### src/hdl/zcpo_pkg.sv
package zcpo_pkg;

    // ************************************************************
    // Register map (byte offsets)
    // ************************************************************
    localparam logic [4:0] OFS_CTRL     = 5'h00;
    localparam logic [4:0] OFS_LEVEL    = 5'h04;
    localparam logic [4:0] OFS_MAXSPD   = 5'h08;
    localparam logic [4:0] OFS_PPR      = 5'h0C;
    localparam logic [4:0] OFS_GAIN     = 5'h10;
    localparam logic [4:0] OFS_STATUS   = 5'h14;
    localparam logic [4:0] OFS_HOLD     = 5'h18;
    localparam logic [4:0] OFS_SPDCMD   = 5'h1C;

    // ************************************************************
    // Control word fields
    // ************************************************************
    localparam int CTRL_METHOD_LSB = 0;
    localparam int CTRL_DIR_BIT    = 4;
    localparam int CTRL_AMODE_BIT  = 8;
    localparam int CTRL_CALLOC_LSB = 12;

    // ************************************************************
    // Status word fields
    // ************************************************************
    localparam int STAT_CLAMP_BIT  = 0;
    localparam int STAT_METHOD_BIT = 1;
    localparam int STAT_SPEED_BIT  = 2;
    localparam int STAT_REQ_BIT    = 3;

    // ************************************************************
    // Reset values and limits
    // ************************************************************
    localparam logic [3:0]  METHOD_RST  = 4'h0;
    localparam logic [3:0]  CALLOC_RST  = 4'h8;
    localparam logic [13:0] LEVEL_RST   = 14'h000A;
    localparam logic [13:0] LEVEL_MAX   = 14'h2710;
    localparam logic [13:0] MAXSPD_RST  = 14'h1770;
    localparam logic [30:0] PPR_RST     = 31'h00000800;
    localparam logic [30:0] PPR_MIN     = 31'h00000010;
    localparam logic [30:0] PPR_MAX     = 31'h40000000;
    localparam logic [3:0]  GAIN_RST    = 4'h4;

    // ************************************************************
    // Codes
    // ************************************************************
    localparam logic [3:0] CALLOC_ALWAYS = 4'h7;
    localparam logic [3:0] CALLOC_NONE   = 4'h8;
    localparam logic [3:0] M_SPEED       = 4'h0;
    localparam logic [3:0] M_INT         = 4'h3;
    localparam logic [3:0] M_INT_SPD     = 4'h4;
    localparam logic [3:0] M_INT_POS     = 4'h5;
    localparam logic [3:0] M_INT_TRQ     = 4'h6;
    localparam logic [3:0] M_POS_SPD     = 4'h7;
    localparam logic [3:0] M_TRQ_SPD     = 4'h9;
    localparam logic [3:0] M_SPD_ZCL     = 4'hA;

    // Method codes that support the clamp
    function automatic logic zcpo_method_ok(input logic [3:0] code);
        case (code)
            M_SPEED, M_INT, M_INT_SPD, M_INT_POS, M_INT_TRQ,
            M_POS_SPD, M_TRQ_SPD, M_SPD_ZCL: zcpo_method_ok = 1'b1;
            default:                         zcpo_method_ok = 1'b0;
        endcase
    endfunction

    // Active method is speed or internal set speed; sel picks the second method
    function automatic logic zcpo_speed_active(input logic [3:0] code, input logic sel);
        case (code)
            M_INT_POS, M_INT_TRQ: zcpo_speed_active = ~sel;
            M_POS_SPD, M_TRQ_SPD: zcpo_speed_active = sel;
            default:              zcpo_speed_active = zcpo_method_ok(code);
        endcase
    endfunction

endpackage

### src/hdl/zcpo_pls_if.sv
`timescale 1ns/1ps
`default_nettype none
interface zcpo_pls_if;
    logic [30:0] ppr;
    logic        step;
    logic        dir_up;
    logic        phase_a;
    logic        phase_b;
    logic        origin;

    modport gen (input ppr, input step, input dir_up,
                 output phase_a, output phase_b, output origin);
    modport src (output ppr, output step, output dir_up,
                 input phase_a, input phase_b, input origin);
endinterface
`default_nettype wire

### src/hdl/zcpo_top.sv
// Behaviour
// - With request asserted, clamp engages once speed reference falls below clamp level.
// - Deasserting the request leaves clamp; speed reference is followed again.
// - Dedicated request pin works only in reassign mode with an allocated input.
// - Clamp only for method codes 0, 3, 4, 5, 6, 7, 9, A.
// - Codes 5, 6, 7, 9: clamp off unless speed or internal speed active.
// - Clamp allocation 7: clamp in speed control whenever below level, no request.
// - Clamp level 0 to 10000 rpm, default 10, effective immediately.
// - Clamp level above motor maximum speed is limited to maximum speed.
// - Encoder position becomes quadrature pair A and B, 90 degrees apart.
// - Quadrature outputs give exactly the set pulses per revolution up to ENC_CPR/4; higher settings give ENC_CPR/4 in forward rotation and stall in reverse.
// - Origin output gives one pulse per motor revolution up to ENC_CPR/4 set pulses, else one per 4 x set pulses counts in forward rotation only.
// - Origin pulse width equals one phase A pulse.
// - Reverse rotation select leaves the output phase form unchanged.
// - During clamp, speed reference ignored; position loop holds engage position.
// - Held within one count; displacement drives the motor back.
//
// Local design decisions: the Avalon-MM register port and the placing of the registers.
`timescale 1ns/1ps
`default_nettype none
module zcpo_top #(
    parameter int ENC_CPR = 131072
) (
    input  wire logic        core_clk,
    input  wire logic        reset_n,
    input  wire logic [4:0]  avs_address,
    input  wire logic        avs_read,
    input  wire logic        avs_write,
    input  wire logic [31:0] avs_writedata,
    output logic      [31:0] avs_readdata,
    output logic             avs_waitrequest,
    input  wire logic        clamp_request_input,
    input  wire logic        proportional_control_input,
    input  wire logic        method_switch_input,
    input  wire logic [15:0] speed_reference,
    input  wire logic [31:0] encoder_position,
    input  wire logic        encoder_step,
    input  wire logic        encoder_dir_up,
    output logic      [15:0] speed_command,
    output logic             clamp_active,
    output logic             feedback_phase_a,
    output logic             feedback_phase_b,
    output logic             feedback_origin_pulse
);
    import zcpo_pkg::*;

    // ************************************************************
    // Reset release
    // ************************************************************
    logic [1:0] rst_sync_q;
    logic       rst_n;

    always_ff @(posedge core_clk or negedge reset_n) begin
        if (!reset_n) begin
            rst_sync_q <= 2'h0;
        end else begin
            rst_sync_q <= {rst_sync_q[0], 1'b1};
        end
    end

    assign rst_n = rst_sync_q[1];

    // ************************************************************
    // Pin synchronisers
    // ************************************************************
    logic [2:0] pins_lvl;
    logic       req_pin, pcon_pin, sel_pin;

    zcpo_pin_sync #(
        .WIDTH (3)
    ) u_sync (
        .clk       (core_clk),
        .rst_n     (rst_n),
        .pin_in    ({method_switch_input, proportional_control_input, clamp_request_input}),
        .level_out (pins_lvl)
    );

    assign req_pin  = pins_lvl[0];
    assign pcon_pin = pins_lvl[1];
    assign sel_pin  = pins_lvl[2];

    // ************************************************************
    // Configuration registers and Avalon slave
    // ************************************************************
    logic [3:0]  method_q, method_d;
    logic        dir_q, dir_d;
    logic        amode_q, amode_d;
    logic [3:0]  calloc_q, calloc_d;
    logic [13:0] level_q, level_d;
    logic [13:0] maxspd_q, maxspd_d;
    logic [30:0] ppr_q, ppr_d;
    logic [3:0]  gain_q, gain_d;
    logic        ack_q, ack_d;
    logic [31:0] rdata_q, rdata_d;
    logic        access;
    logic [31:0] status_w;

    logic        clamp_q, clamp_d;
    logic [31:0] hold_q, hold_d;
    logic [15:0] cmd_q, cmd_d;
    logic        meth_ok, spd_act, req_eff;

    assign access          = avs_read || avs_write;
    assign avs_waitrequest = access && !ack_q;

    always_comb begin
        status_w                  = '0;
        status_w[STAT_CLAMP_BIT]  = clamp_q;
        status_w[STAT_METHOD_BIT] = meth_ok;
        status_w[STAT_SPEED_BIT]  = spd_act;
        status_w[STAT_REQ_BIT]    = req_eff;
    end

    always_comb begin
        method_d = method_q;
        dir_d    = dir_q;
        amode_d  = amode_q;
        calloc_d = calloc_q;
        level_d  = level_q;
        maxspd_d = maxspd_q;
        ppr_d    = ppr_q;
        gain_d   = gain_q;
        ack_d    = access && !ack_q;
        rdata_d  = rdata_q;
        if (avs_write && ack_q) begin
            case (avs_address)
                OFS_CTRL: begin
                    method_d = avs_writedata[CTRL_METHOD_LSB +: 4];
                    dir_d    = avs_writedata[CTRL_DIR_BIT];
                    amode_d  = avs_writedata[CTRL_AMODE_BIT];
                    calloc_d = avs_writedata[CTRL_CALLOC_LSB +: 4];
                end
                OFS_LEVEL: begin
                    if (avs_writedata > 32'(LEVEL_MAX)) begin
                        level_d = LEVEL_MAX;
                    end else begin
                        level_d = avs_writedata[13:0];
                    end
                end
                OFS_MAXSPD: begin
                    maxspd_d = avs_writedata[13:0];
                end
                OFS_PPR: begin
                    if (avs_writedata < 32'(PPR_MIN)) begin
                        ppr_d = PPR_MIN;
                    end else if (avs_writedata > 32'(PPR_MAX)) begin
                        ppr_d = PPR_MAX;
                    end else begin
                        ppr_d = avs_writedata[30:0];
                    end
                end
                OFS_GAIN: begin
                    gain_d = avs_writedata[3:0];
                end
                default: begin
                end
            endcase
        end
        if (avs_read && !ack_q) begin
            case (avs_address)
                OFS_CTRL:   rdata_d = 32'(method_q) | (32'(dir_q) << CTRL_DIR_BIT)
                                      | (32'(amode_q) << CTRL_AMODE_BIT)
                                      | (32'(calloc_q) << CTRL_CALLOC_LSB);
                OFS_LEVEL:  rdata_d = 32'(level_q);
                OFS_MAXSPD: rdata_d = 32'(maxspd_q);
                OFS_PPR:    rdata_d = 32'(ppr_q);
                OFS_GAIN:   rdata_d = 32'(gain_q);
                OFS_STATUS: rdata_d = status_w;
                OFS_HOLD:   rdata_d = hold_q;
                OFS_SPDCMD: rdata_d = {{16{cmd_q[15]}}, cmd_q};
                default:    rdata_d = 32'h00000000;
            endcase
        end
    end

    always_ff @(posedge core_clk or negedge rst_n) begin
        if (!rst_n) begin
            method_q <= METHOD_RST;
            dir_q    <= 1'b0;
            amode_q  <= 1'b0;
            calloc_q <= CALLOC_RST;
            level_q  <= LEVEL_RST;
            maxspd_q <= MAXSPD_RST;
            ppr_q    <= PPR_RST;
            gain_q   <= GAIN_RST;
            ack_q    <= 1'b0;
            rdata_q  <= 32'h00000000;
        end else begin
            method_q <= method_d;
            dir_q    <= dir_d;
            amode_q  <= amode_d;
            calloc_q <= calloc_d;
            level_q  <= level_d;
            maxspd_q <= maxspd_d;
            ppr_q    <= ppr_d;
            gain_q   <= gain_d;
            ack_q    <= ack_d;
            rdata_q  <= rdata_d;
        end
    end

    assign avs_readdata = rdata_q;

    // ************************************************************
    // Zero clamp decision and position hold loop
    // ************************************************************
    logic [13:0]        eff_level;
    logic [16:0]        ref_mag;
    logic               below;
    logic signed [31:0] pos_err;
    logic signed [47:0] loop_out;

    function automatic logic [15:0] sat16(input logic signed [47:0] v);
        if (v > 48'sh007FFF) begin
            sat16 = 16'h7FFF;
        end else if (v < -48'sh008000) begin
            sat16 = 16'h8000;
        end else begin
            sat16 = v[15:0];
        end
    endfunction

    always_comb begin
        eff_level = (level_q > maxspd_q) ? maxspd_q : level_q;
        ref_mag   = speed_reference[15] ? 17'(-$signed({1'b1, speed_reference}))
                                        : {1'b0, speed_reference};
        below     = ref_mag < {3'h0, eff_level};
        meth_ok   = zcpo_method_ok(method_q);
        spd_act   = zcpo_speed_active(method_q, sel_pin);
        if (amode_q) begin
            if (calloc_q == CALLOC_ALWAYS) begin
                req_eff = 1'b1;
            end else if (calloc_q < CALLOC_ALWAYS) begin
                req_eff = req_pin;
            end else begin
                req_eff = 1'b0;
            end
        end else begin
            req_eff = (method_q == M_SPD_ZCL) && pcon_pin;
        end
        clamp_d  = req_eff && meth_ok && spd_act && (clamp_q || below);
        hold_d   = (clamp_d && !clamp_q) ? encoder_position : hold_q;
        pos_err  = $signed(hold_q - encoder_position);
        loop_out = 48'(pos_err) <<< gain_q;
        cmd_d    = clamp_q ? sat16(loop_out) : speed_reference;
    end

    always_ff @(posedge core_clk or negedge rst_n) begin
        if (!rst_n) begin
            clamp_q <= 1'b0;
            hold_q  <= 32'h00000000;
            cmd_q   <= 16'h0000;
        end else begin
            clamp_q <= clamp_d;
            hold_q  <= hold_d;
            cmd_q   <= cmd_d;
        end
    end

    assign speed_command = cmd_q;
    assign clamp_active  = clamp_q;

    // ************************************************************
    // Encoder pulse output
    // ************************************************************
    zcpo_pls_if pls ();

    assign pls.ppr    = ppr_q;
    assign pls.step   = encoder_step;
    assign pls.dir_up = encoder_dir_up;

    zcpo_pulse_gen #(
        .ENC_CPR (ENC_CPR)
    ) u_pulse (
        .clk   (core_clk),
        .rst_n (rst_n),
        .pls   (pls)
    );

    assign feedback_phase_a      = pls.phase_a;
    assign feedback_phase_b      = pls.phase_b;
    assign feedback_origin_pulse = pls.origin;
endmodule
`default_nettype wire

### src/hdl/zcpo_pin_sync.sv
`timescale 1ns/1ps
`default_nettype none
module zcpo_pin_sync #(
    parameter int WIDTH = 3
) (
    input  wire logic             clk,
    input  wire logic             rst_n,
    input  wire logic [WIDTH-1:0] pin_in,
    output logic      [WIDTH-1:0] level_out
);
    logic [WIDTH-1:0] s1_q, s2_q, s3_q, lvl_q, lvl_d;

    // ************************************************************
    // Accept a change once second and third stages agree
    // ************************************************************
    always_comb begin
        lvl_d = lvl_q;
        for (int i = 0; i < WIDTH; i++) begin
            if (s2_q[i] == s3_q[i]) begin
                lvl_d[i] = s3_q[i];
            end
        end
    end

    always_ff @(posedge clk or negedge rst_n) begin
        if (!rst_n) begin
            s1_q  <= '0;
            s2_q  <= '0;
            s3_q  <= '0;
            lvl_q <= '0;
        end else begin
            s1_q  <= pin_in;
            s2_q  <= s1_q;
            s3_q  <= s2_q;
            lvl_q <= lvl_d;
        end
    end

    assign level_out = lvl_q;
endmodule
`default_nettype wire

### src/hdl/zcpo_pulse_gen.sv
`timescale 1ns/1ps
`default_nettype none
module zcpo_pulse_gen #(
    parameter int ENC_CPR = 131072
) (
    input  wire logic clk,
    input  wire logic rst_n,
    zcpo_pls_if.gen   pls
);
    localparam logic [33:0] CPR = 34'(ENC_CPR);

    logic [33:0] acc_q, acc_d, q_q, q_d, quads, q_base;
    logic        a_q, a_d, b_q, b_d, o_q, o_d;

    // ************************************************************
    // Encoder count divider and quadrature sequencer
    // ************************************************************
    always_comb begin
        quads  = {1'b0, pls.ppr, 2'b00};
        q_base = (q_q >= quads) ? '0 : q_q;
        acc_d  = acc_q;
        q_d    = q_base;
        if (pls.step) begin
            if (pls.dir_up) begin
                if (acc_q + quads >= CPR) begin
                    acc_d = acc_q + quads - CPR;
                    q_d   = (q_base == quads - 34'h1) ? '0 : q_base + 34'h1;
                end else begin
                    acc_d = acc_q + quads;
                end
            end else begin
                if (acc_q < quads) begin
                    acc_d = acc_q + CPR - quads;
                    q_d   = (q_base == '0) ? quads - 34'h1 : q_base - 34'h1;
                end else begin
                    acc_d = acc_q - quads;
                end
            end
        end
        a_d = (q_d[1:0] == 2'h0) || (q_d[1:0] == 2'h1);
        b_d = (q_d[1:0] == 2'h1) || (q_d[1:0] == 2'h2);
        o_d = (q_d[33:2] == '0) && a_d;
    end

    always_ff @(posedge clk or negedge rst_n) begin
        if (!rst_n) begin
            acc_q <= '0;
            q_q   <= '0;
            a_q   <= 1'b0;
            b_q   <= 1'b0;
            o_q   <= 1'b0;
        end else begin
            acc_q <= acc_d;
            q_q   <= q_d;
            a_q   <= a_d;
            b_q   <= b_d;
            o_q   <= o_d;
        end
    end

    assign pls.phase_a = a_q;
    assign pls.phase_b = b_q;
    assign pls.origin  = o_q;
endmodule
`default_nettype wire

### config.mk
export PLATFORM = sky130hd
export DESIGN_NAME = zcpo_top
export DESIGN_NICKNAME = d
export VERILOG_FILES = /design/src/hdl/zcpo_pkg.sv /design/src/hdl/zcpo_pls_if.sv /design/src/hdl/zcpo_top.sv /design/src/hdl/zcpo_pin_sync.sv /design/src/hdl/zcpo_pulse_gen.sv
export SDC_FILE = /design/constraint.sdc
export NUM_CORES = 1
export LEC_CHECK = 0
export ABC_AREA = 1
export BUFFER_PORTS_ARGS = -buffer_cell sky130_fd_sc_hd__buf_2
export CELL_PAD_IN_SITES_DETAIL_PLACEMENT = 1
export CELL_PAD_IN_SITES_GLOBAL_PLACEMENT = 2
export CORE_MARGIN = 2
export CORE_UTILIZATION = 35
export CTS_CLUSTER_SIZE = 20
export DETAILED_ROUTE_END_ITERATION = 12
export MAX_ROUTING_LAYER = met4
export PLACE_DENSITY = 0.93
export SYNTH_ARGS = -nofsm -noshare
export SYNTH_HDL_FRONTEND = slang
export SYNTH_SLANG_ARGS = --single-unit
### constraint.sdc
create_clock -name core_clk -period 7.9 [get_ports core_clk]
set_input_delay 0.395 -clock core_clk [delete_from_list [all_inputs] [get_ports core_clk]]
set_output_delay 0.395 -clock core_clk [all_outputs]
set_load 0.03 [all_outputs]
==> results of run 1 <==
-- kinds of logic after synthesis --
group	share of synthesized area, %
xor+xnor	3.56
buf+inv	11.3
other cells	0.0136
fa+ha+maj	11.3
simple gates	36.6
compound gates	15.5
flops	21.7
-- power groups by stage --
stage / clock [W] / combinational (W) / sequential, W
after detailed placement: 0 / 0.00684 / 0.00196
after global routing: 0.00159 / 0.00780 / 0.00198
after global placement: 0 / 0.00669 / 0.00196
final: 0.00154 / 0.00702 / 0.00196
after floorplan: 0 / 0.00484 / 0.00180
after CTS: 0.00155 / 0.00690 / 0.00195
-- layout by cell type, fill, tap and decap left out, drive strengths merged, types with 15 or more instances in the layout --
cell,synthesis,final
a21o,15,15
buf,55,171
a31oi,33,33
xnor2,15,15
fa,32,32
nand2,1268,1268
nor4,18,18
ha,196,196
o21ai,317,317
clkbuf,86,40
a21oi,239,239
inv,638,641
dfrtp,226,226
nor3,37,37
xor2,97,97
o211ai,19,19
nor2,466,466
a221oi,20,20
nand3b,15,15
o22ai,27,27
nand4,83,83
nand3,451,451
-- synthesized netlist by cell type, drive strengths merged, types with 19 or more instances --
cell / n / area [um2]
fa: 32 / 641
dfrtp: 226 / 5660
nor3: 37 / 195
a21oi: 239 / 1200
nand3: 451 / 2370
inv: 638 / 2390
nor2: 466 / 1830
clkbuf: 86 / 323
ha: 196 / 2450
xor2: 97 / 850
o21ai: 317 / 1590
buf: 55 / 374
o22ai: 27 / 169
nand4: 83 / 519
a31oi: 33 / 206
o211ai: 19 / 148
nand2: 1268 / 4810
a221oi: 20 / 175
-- path summary, 6_finish.rpt --
check                                     end  cells past startpoint     startpoint  slack [ns]
max                        u_pulse.pls.origin                     25    pls.ppr[18]        1.48
min                                     ack_q                      3      avs_write        0.03
max reg2reg                u_pulse.pls.origin                     25    pls.ppr[18]        1.48
min reg2reg                    u_sync.s2_q[2]                      0  rst_sync_q[1]        0.35
max in group asynchronous          hold_q[10]                      1  rst_sync_q[1]        6.18
min in group asynchronous       rst_sync_q[1]                      2        reset_n        0.07
-- critical path: stages, from the launching register on --
cell and delay (ns):
dfrtp_1 0.73, inv_1 0.20, ha_1 0.33, nand2_1 0.06
nor2_1 0.15, nand2_2 0.11, nor2_8 0.18, nand3_2 0.13
nand3_1 0.13, a21oi_2 0.14, buf_4 0.26, o41ai_2 0.09
nand2_1 0.14, nor2_2 0.68, nand3_2 1.03, inv_1 0.80
o21ai_0 0.15, nand3_1 0.14, nand2_1 0.06, nor2_1 0.09
nand2_1 0.07, nand2_1 0.08, nand3_1 0.08, nor2_1 0.21
nand2_1 0.13, nor2_1 0.12
-- state kept, by name, summed over array words and instances, names as in the netlist, 4 cells and up --
signal and cells:
avs_readdata 32, hold_q 32, u_pulse.acc_q 32, calloc_q 4
speed_command 16, gain_q 4, maxspd_q 14, pls.ppr 31
level_q 14, method_q 4, u_pulse.q_q 34
-- per-layer routing --
layer | track usage (%) | routed length (um) | vias to the layer above
met3 | 4.87 | 9000 | 223
met2 | 49.4 | 56800 | 1103
met1 | 39.6 | 53700 | 15154
met4 | 10.9 | 4850 | 0
met5 | - | 0 | -
li1 | - | - | 14702
-- stage by stage --
step	hold slack, ns	total power (W)	cell area (um2)	util, %	instances
after floorplan	0.0994	0.00664	27500	-	4473
after global placement	0.181	0.00865	29100	37.4	5543
after detailed placement	0.185	0.00881	29100	37.4	5543
after CTS	0.0104	0.0104	30200	38.9	5605
after global routing	0.0537	0.0114	30200	38.9	5609
final	0.0339	0.0105	30200	38.9	5609
-- final cells by class --
cell class	instances	area [um2]
tap	1040	1300
fill	10462	47500
antenna	4	10.0
timing repair buffer	175	971
sequential	238	5970
clock buffer	40	860
multi-input combinational	3451	18500
clock inverter	18	204
inverter	643	2410
==> metrics.csv, run 1 <==
stage,metric,value,unit
global_route,initial antenna violation count,5,
flow_run,MaxCap Viol Count,0,
detailed_routing,Vias,31182,
detailed_routing,Pre-antenna DRT Iters,5,
clock_tree,CTS tree,built,
pwr,pwr/cell area,348,nW/um2
detailed_routing,DRC,0,
pwr,P_int,0.00451,W
floorplan,initial core utilization,35.4,%
logic_synthesis,Synth Net Count,4795,
logic_synthesis,"Seq/Total Area, Yosys",21.7,%
pwr,Seq pwr share,18.6,%
pwr,Sw Share,57.1,%
clock_tree,htree depth,1,
clock_tree,# clock sinks,238,
sta,setup violators final,0,
global_route,global-route wire length before repair,189000,um
critical_path,critical path endpoint category,flop,
logic_synthesis,"EDFF count, synth",0,
detailed_routing,routed len/inst,22.2,um
detailed_routing,initial DRC count,2757,
placed_design,placer's final routability congestion estimate,1.04,
sta,max-slew violations,0,
critical_path,CP Max Fanout,37,
logic_synthesis,synthesized cell area,27500,um2
placed_design,dpl hpwl,98900,um
clock_tree,post-CTS setup buffers,0,
sta,final worst slack,1.48,ns
global_route,largest net degree at the start of global routing,162,
logic_synthesis,Async SR Flop Fraction,100,%
logic_synthesis,Synth Instances,4473,
global_route,grt ovf,0,
critical_path,crit path DAT,6.98,ns
floorplan,total I/O pin count,147,
logic_synthesis,yosys warns,0,
floorplan,Core ar.,77700,um2
pwr,LEAKAGE,15.6,nW
floorplan,Die Y,284,um
logic_synthesis,syn avg cell area,6.16,um2
pwr,NetSw,0.00601,W
floorplan,total die area,80900,um2
clock_tree,clock latency at the later pin of the worst-skew pair,0.64,ns
clock_tree,TritonCTS buffer count,31,
clock_tree,cts hold-fix bufs,4,
critical_path,Startpoint Class,flop,
final_layout,fraction of layout cells with a size suffix above 1,6.97,%
global_route,Global Route Usage Sum,30.9,%
pwr,VDD IR-drop max,0.195,mV
worst_hold_path,HP Class,in2reg,
critical_path,Setup CP Type,reg2reg,
floorplan,# rows,102,
pwr,clock power share,14.6,%
clock_tree,clk buf depth,3,
logic_synthesis,Netlist cell types,66,
final_layout,nets,4862,
final_layout,Area Overhead vs Synth,9.73,%
logic_synthesis,predominant post-synthesis flop cell,dfrtp_1,
sta,Final Skew,0.0137,ns
pwr,combinational power share,66.8,%
detailed_routing,final wirelength,124000,um
sta,minimum clock period,6.42,ns
sta,Fin Setup TNS,0,ns
run_status,status,"complete, no violations",
placed_design,IO buf count,146,
clock_tree,post-CTS sizing,0,
sta,crit share post-route,81.2,%
logic_synthesis,register bit count reported by yosys,238,
clock_tree,"Clk pin slew, worst setup/hold paths",0.06,ns
global_route,vias in the first global route,31126,
placed_design,pre-CTS WS,1.73,ns
sta,final hold vios,0,
sta,f_max,156,MHz
sta,actual slew at the worst max-slew pin,1.20,ns
detailed_routing,Detail Route Antenna Nets,0,
critical_path,Critical Path RT,8.46,ns
sta,Rel. slew slack,20.0,%
floorplan,width of the die,284,um
sta,RSZ-0062 raised after global routing,no,
clock_tree,CTS root buffer,clkbuf_16,
detailed_routing,Vias/cell,5.56,
(Power assumes the default switching activity.)
==> run 2: changes to the inputs <==
Settings changed: CORE_UTILIZATION 35 to 31, PLACE_DENSITY 0.93 to 0.88.
Clock period 7.9 ns to 5.8 ns, I/O delays scaled along.
==> metrics.csv, run 2 (same netlist as run 1, synthesis figures left out) <==
stage,metric,value,unit,change
sta,Hold WS,0.0176,ns,-0.0163 ns
global_route,largest net degree at the start of global routing,132,,-19%
floorplan,total I/O pin count,147,,unchanged
floorplan,# rows,109,,+6.9%
final_layout,nets,4945,,+1.7%
clock_tree,TritonCTS buffer count,36,,+16%
critical_path,crit path DAT,5.89,ns,-1.09 ns
critical_path,R2R cell count,24,,-4.0%
sta,f_max,184,MHz,+18%
placed_design,dpl hpwl,104000,um,+5.6%
final_layout,"commonest cells after routing, fill and taps aside","nand2_1 (1,256), inv_1 (632), nor2_1 (449), nand3_1 (432), o21ai_0 (310)",,
critical_path,CP most frequent cell,nor2_1,,
critical_path,reg2reg end,u_pulse.pls.origin,,
placed_design,IO buf count,146,,unchanged
critical_path,FF-to-FF setup slack,0.38,ns,-1.10 ns
clock_tree,# clock sinks,238,,unchanged
clock_tree,clk buf depth,3,,unchanged
global_route,global-route wire length before repair,198000,um,+4.3%
detailed_routing,final wirelength,131000,um,+5.1%
sta,final hold vios,0,,unchanged
critical_path,Critical Path RT,6.27,ns,-2.19 ns
clock_tree,htree depth,2,,+1
sta,actual slew at the worst max-slew pin,1.02,ns,-0.178 ns
detailed_routing,Detail Route Antenna Nets,0,,unchanged
sta,max-slew violations,0,,unchanged
run_status,status,"complete, no violations",,
global_route,vias in the first global route,32013,,+2.8%
sta,Final Skew,0.0332,ns,+0.0195 ns
floorplan,total die area,91200,um2,+13%
worst_hold_path,HP Class,in2reg,,
critical_path,Setup CP Type,reg2reg,,
final_layout,Final Instance Count excl. Fillers,5817,,+3.7%
pwr,Design Power,0.0149,W,+42%
critical_path,Startpoint Class,flop,,
floorplan,width of the die,302,um,+6.2%
sta,RSZ-0062 raised after global routing,no,,
worst_hold_path,Hold EP,pls.ppr[22],,
clock_tree,"Clk pin slew, worst setup/hold paths",0.06,ns,about the same
sta,minimum clock period,5.42,ns,-0.997 ns
final_layout,"commonest non-fill, non-tap cell in the layout",nand2_1,,
detailed_routing,Vias,31536,,+1.1%
sta,crit share post-route,93.5,%,+12 points
worst_hold_path,Cells on Worst Hold Path,3,,unchanged
floorplan,Core ar.,88200,um2,+14%
critical_path,worst path cell trace,"inv_1, ha_1, nor2_1, inv_1, nor2_1, nand2_1, nor3_1, nand2_1, nand3b_1, nand2_1, nand2_1, nand3_1, nor2_1, nand2_2, inv_2, nor2_1, o311ai_0, o21ai_0, ha_1, or2_2, nand4_1, nor2_1, nand3_1, nor2_1",,
clock_tree,CTS tree,built,,
detailed_routing,Vias/cell,5.42,,-2.5%
pwr,VDD IR-drop max,0.253,mV,+30%
placed_design,placed insts,5711,,+3.0%
critical_path,CP Max Fanout,10,,-73%
clock_tree,post-CTS sizing,0,,unchanged
pwr,LEAKAGE,16.0,nW,+2.7%
final_layout,Largest register FFs,34,,unchanged
floorplan,initial core utilization,31.2,%,-4.2 points
detailed_routing,DRC,0,,unchanged
critical_path,max incr delay on CP,0.71,ns,-0.32 ns
final_layout,largest register by flop count,u_pulse.q_q,,
final_layout,Area Overhead vs Synth,13.3,%,
placed_design,Area after DPL,29600,um2,+1.6%
worst_hold_path,Hold Path Origin,avs_writedata[22],,
global_route,initial antenna violation count,2,,-3
detailed_routing,initial DRC count,2342,,-15%
flow_run,MaxCap Viol Count,0,,unchanged
detailed_routing,routed len/inst,22.5,um,+1.3%
final_layout,fraction of layout cells with a size suffix above 1,7.89,%,+0.92 points
clock_tree,CTS root buffer,clkbuf_16,,
global_route,grt ovf,0,,unchanged
sta,setup violators final,0,,unchanged
floorplan,Die Y,302,um,+6.2%
detailed_routing,Pre-antenna DRT Iters,7,,+2
clock_tree,clock latency at the later pin of the worst-skew pair,0.60,ns,-0.04 ns
pwr,pwr/cell area,478,nW/um2,+37%
sta,Rel. slew slack,31.6,%,+12 points
critical_path,critical path endpoint category,flop,,
global_route,Global Route Usage Sum,29.1,%,-1.8 points
sta,Fin Setup TNS,0,ns,unchanged
final_layout,fin area,31200,um2,+3.2%
placed_design,placer's final routability congestion estimate,0.981,,-5.5%
critical_path,worst reg2reg startpoint,pls.ppr[20],,
critical_path,slowest cell on the critical path,dfrtp_1,,
## run 2: cell types whose count changed in the layout (fill, tap and decap cells not counted), sizes merged
cell / before / now
buf: 171 / 214
dlygate4sd3: 4 / 39
clkbuf: 40 / 47
inv: 641 / 646
clkinv: 12 / 8
diode: 4 / 1
## run 2: worst max-delay path by stage
stage,cells after the start,from,slack [ns],endpoint
after floorplan,31,pls.ppr[11],1.55,u_pulse.pls.origin
after global placement,23,pls.ppr[20],0.56,u_pulse.pls.origin
after detailed placement,24,pls.ppr[20],0.57,u_pulse.pls.origin
after CTS,24,pls.ppr[20],0.54,u_pulse.pls.origin
after global routing,24,pls.ppr[20],0.13,u_pulse.pls.origin
final,24,pls.ppr[20],0.38,u_pulse.pls.origin
## run 2: area by class of cell
class	instances	area, um2
timing repair buffer	253	1640
clock inverter	19	230
sequential	238	5970
inverter	643	2410
fill	11569	57000
tap	1165	1460
antenna	1	2.50
clock buffer	47	992
multi-input combinational	3451	18500
## run 2: what timing repair did
item,4_1_cts,5_1_grt
endpoints found under the setup margin,0,0
hold endpoints to repair,39,0
hold buffers,39,0
setup buffers,0,0
## run 2: worst max-delay path: cells and delay by family, from the launching register on
family	cells	cell delay (ns)
simple gates	17	2.69
compound gates	2	0.53
buf+inv	3	0.55
flops	1	0.71
fa+ha+maj	2	0.80
## run 2: through the flow
stage	util [%]	worst slack, ns
3_5_place_dp	33.5	0.566
6_report	35.4	0.379
3_3_place_gp	33.5	0.555
5_1_grt	35.4	0.127
4_1_cts	35.3	0.540
2_1_floorplan	-	1.55
## run 2: layer usage
metal,wire [um],vias up,GRT usage (%)
li1,-,14875,-
met1,58000,15369,37.9
met2,59500,1064,46.4
met3,8530,228,4.22
met4,4620,0,9.56
met5,0,-,-
## run 2: power by group
part	switching (W)	internal, W	total [W]
Clock	0.00101	0.00136	0.00238
Combinational	0.00688	0.00302	0.00989
Sequential	0.000593	0.00204	0.00263
Total	0.00848	0.00642	0.0149
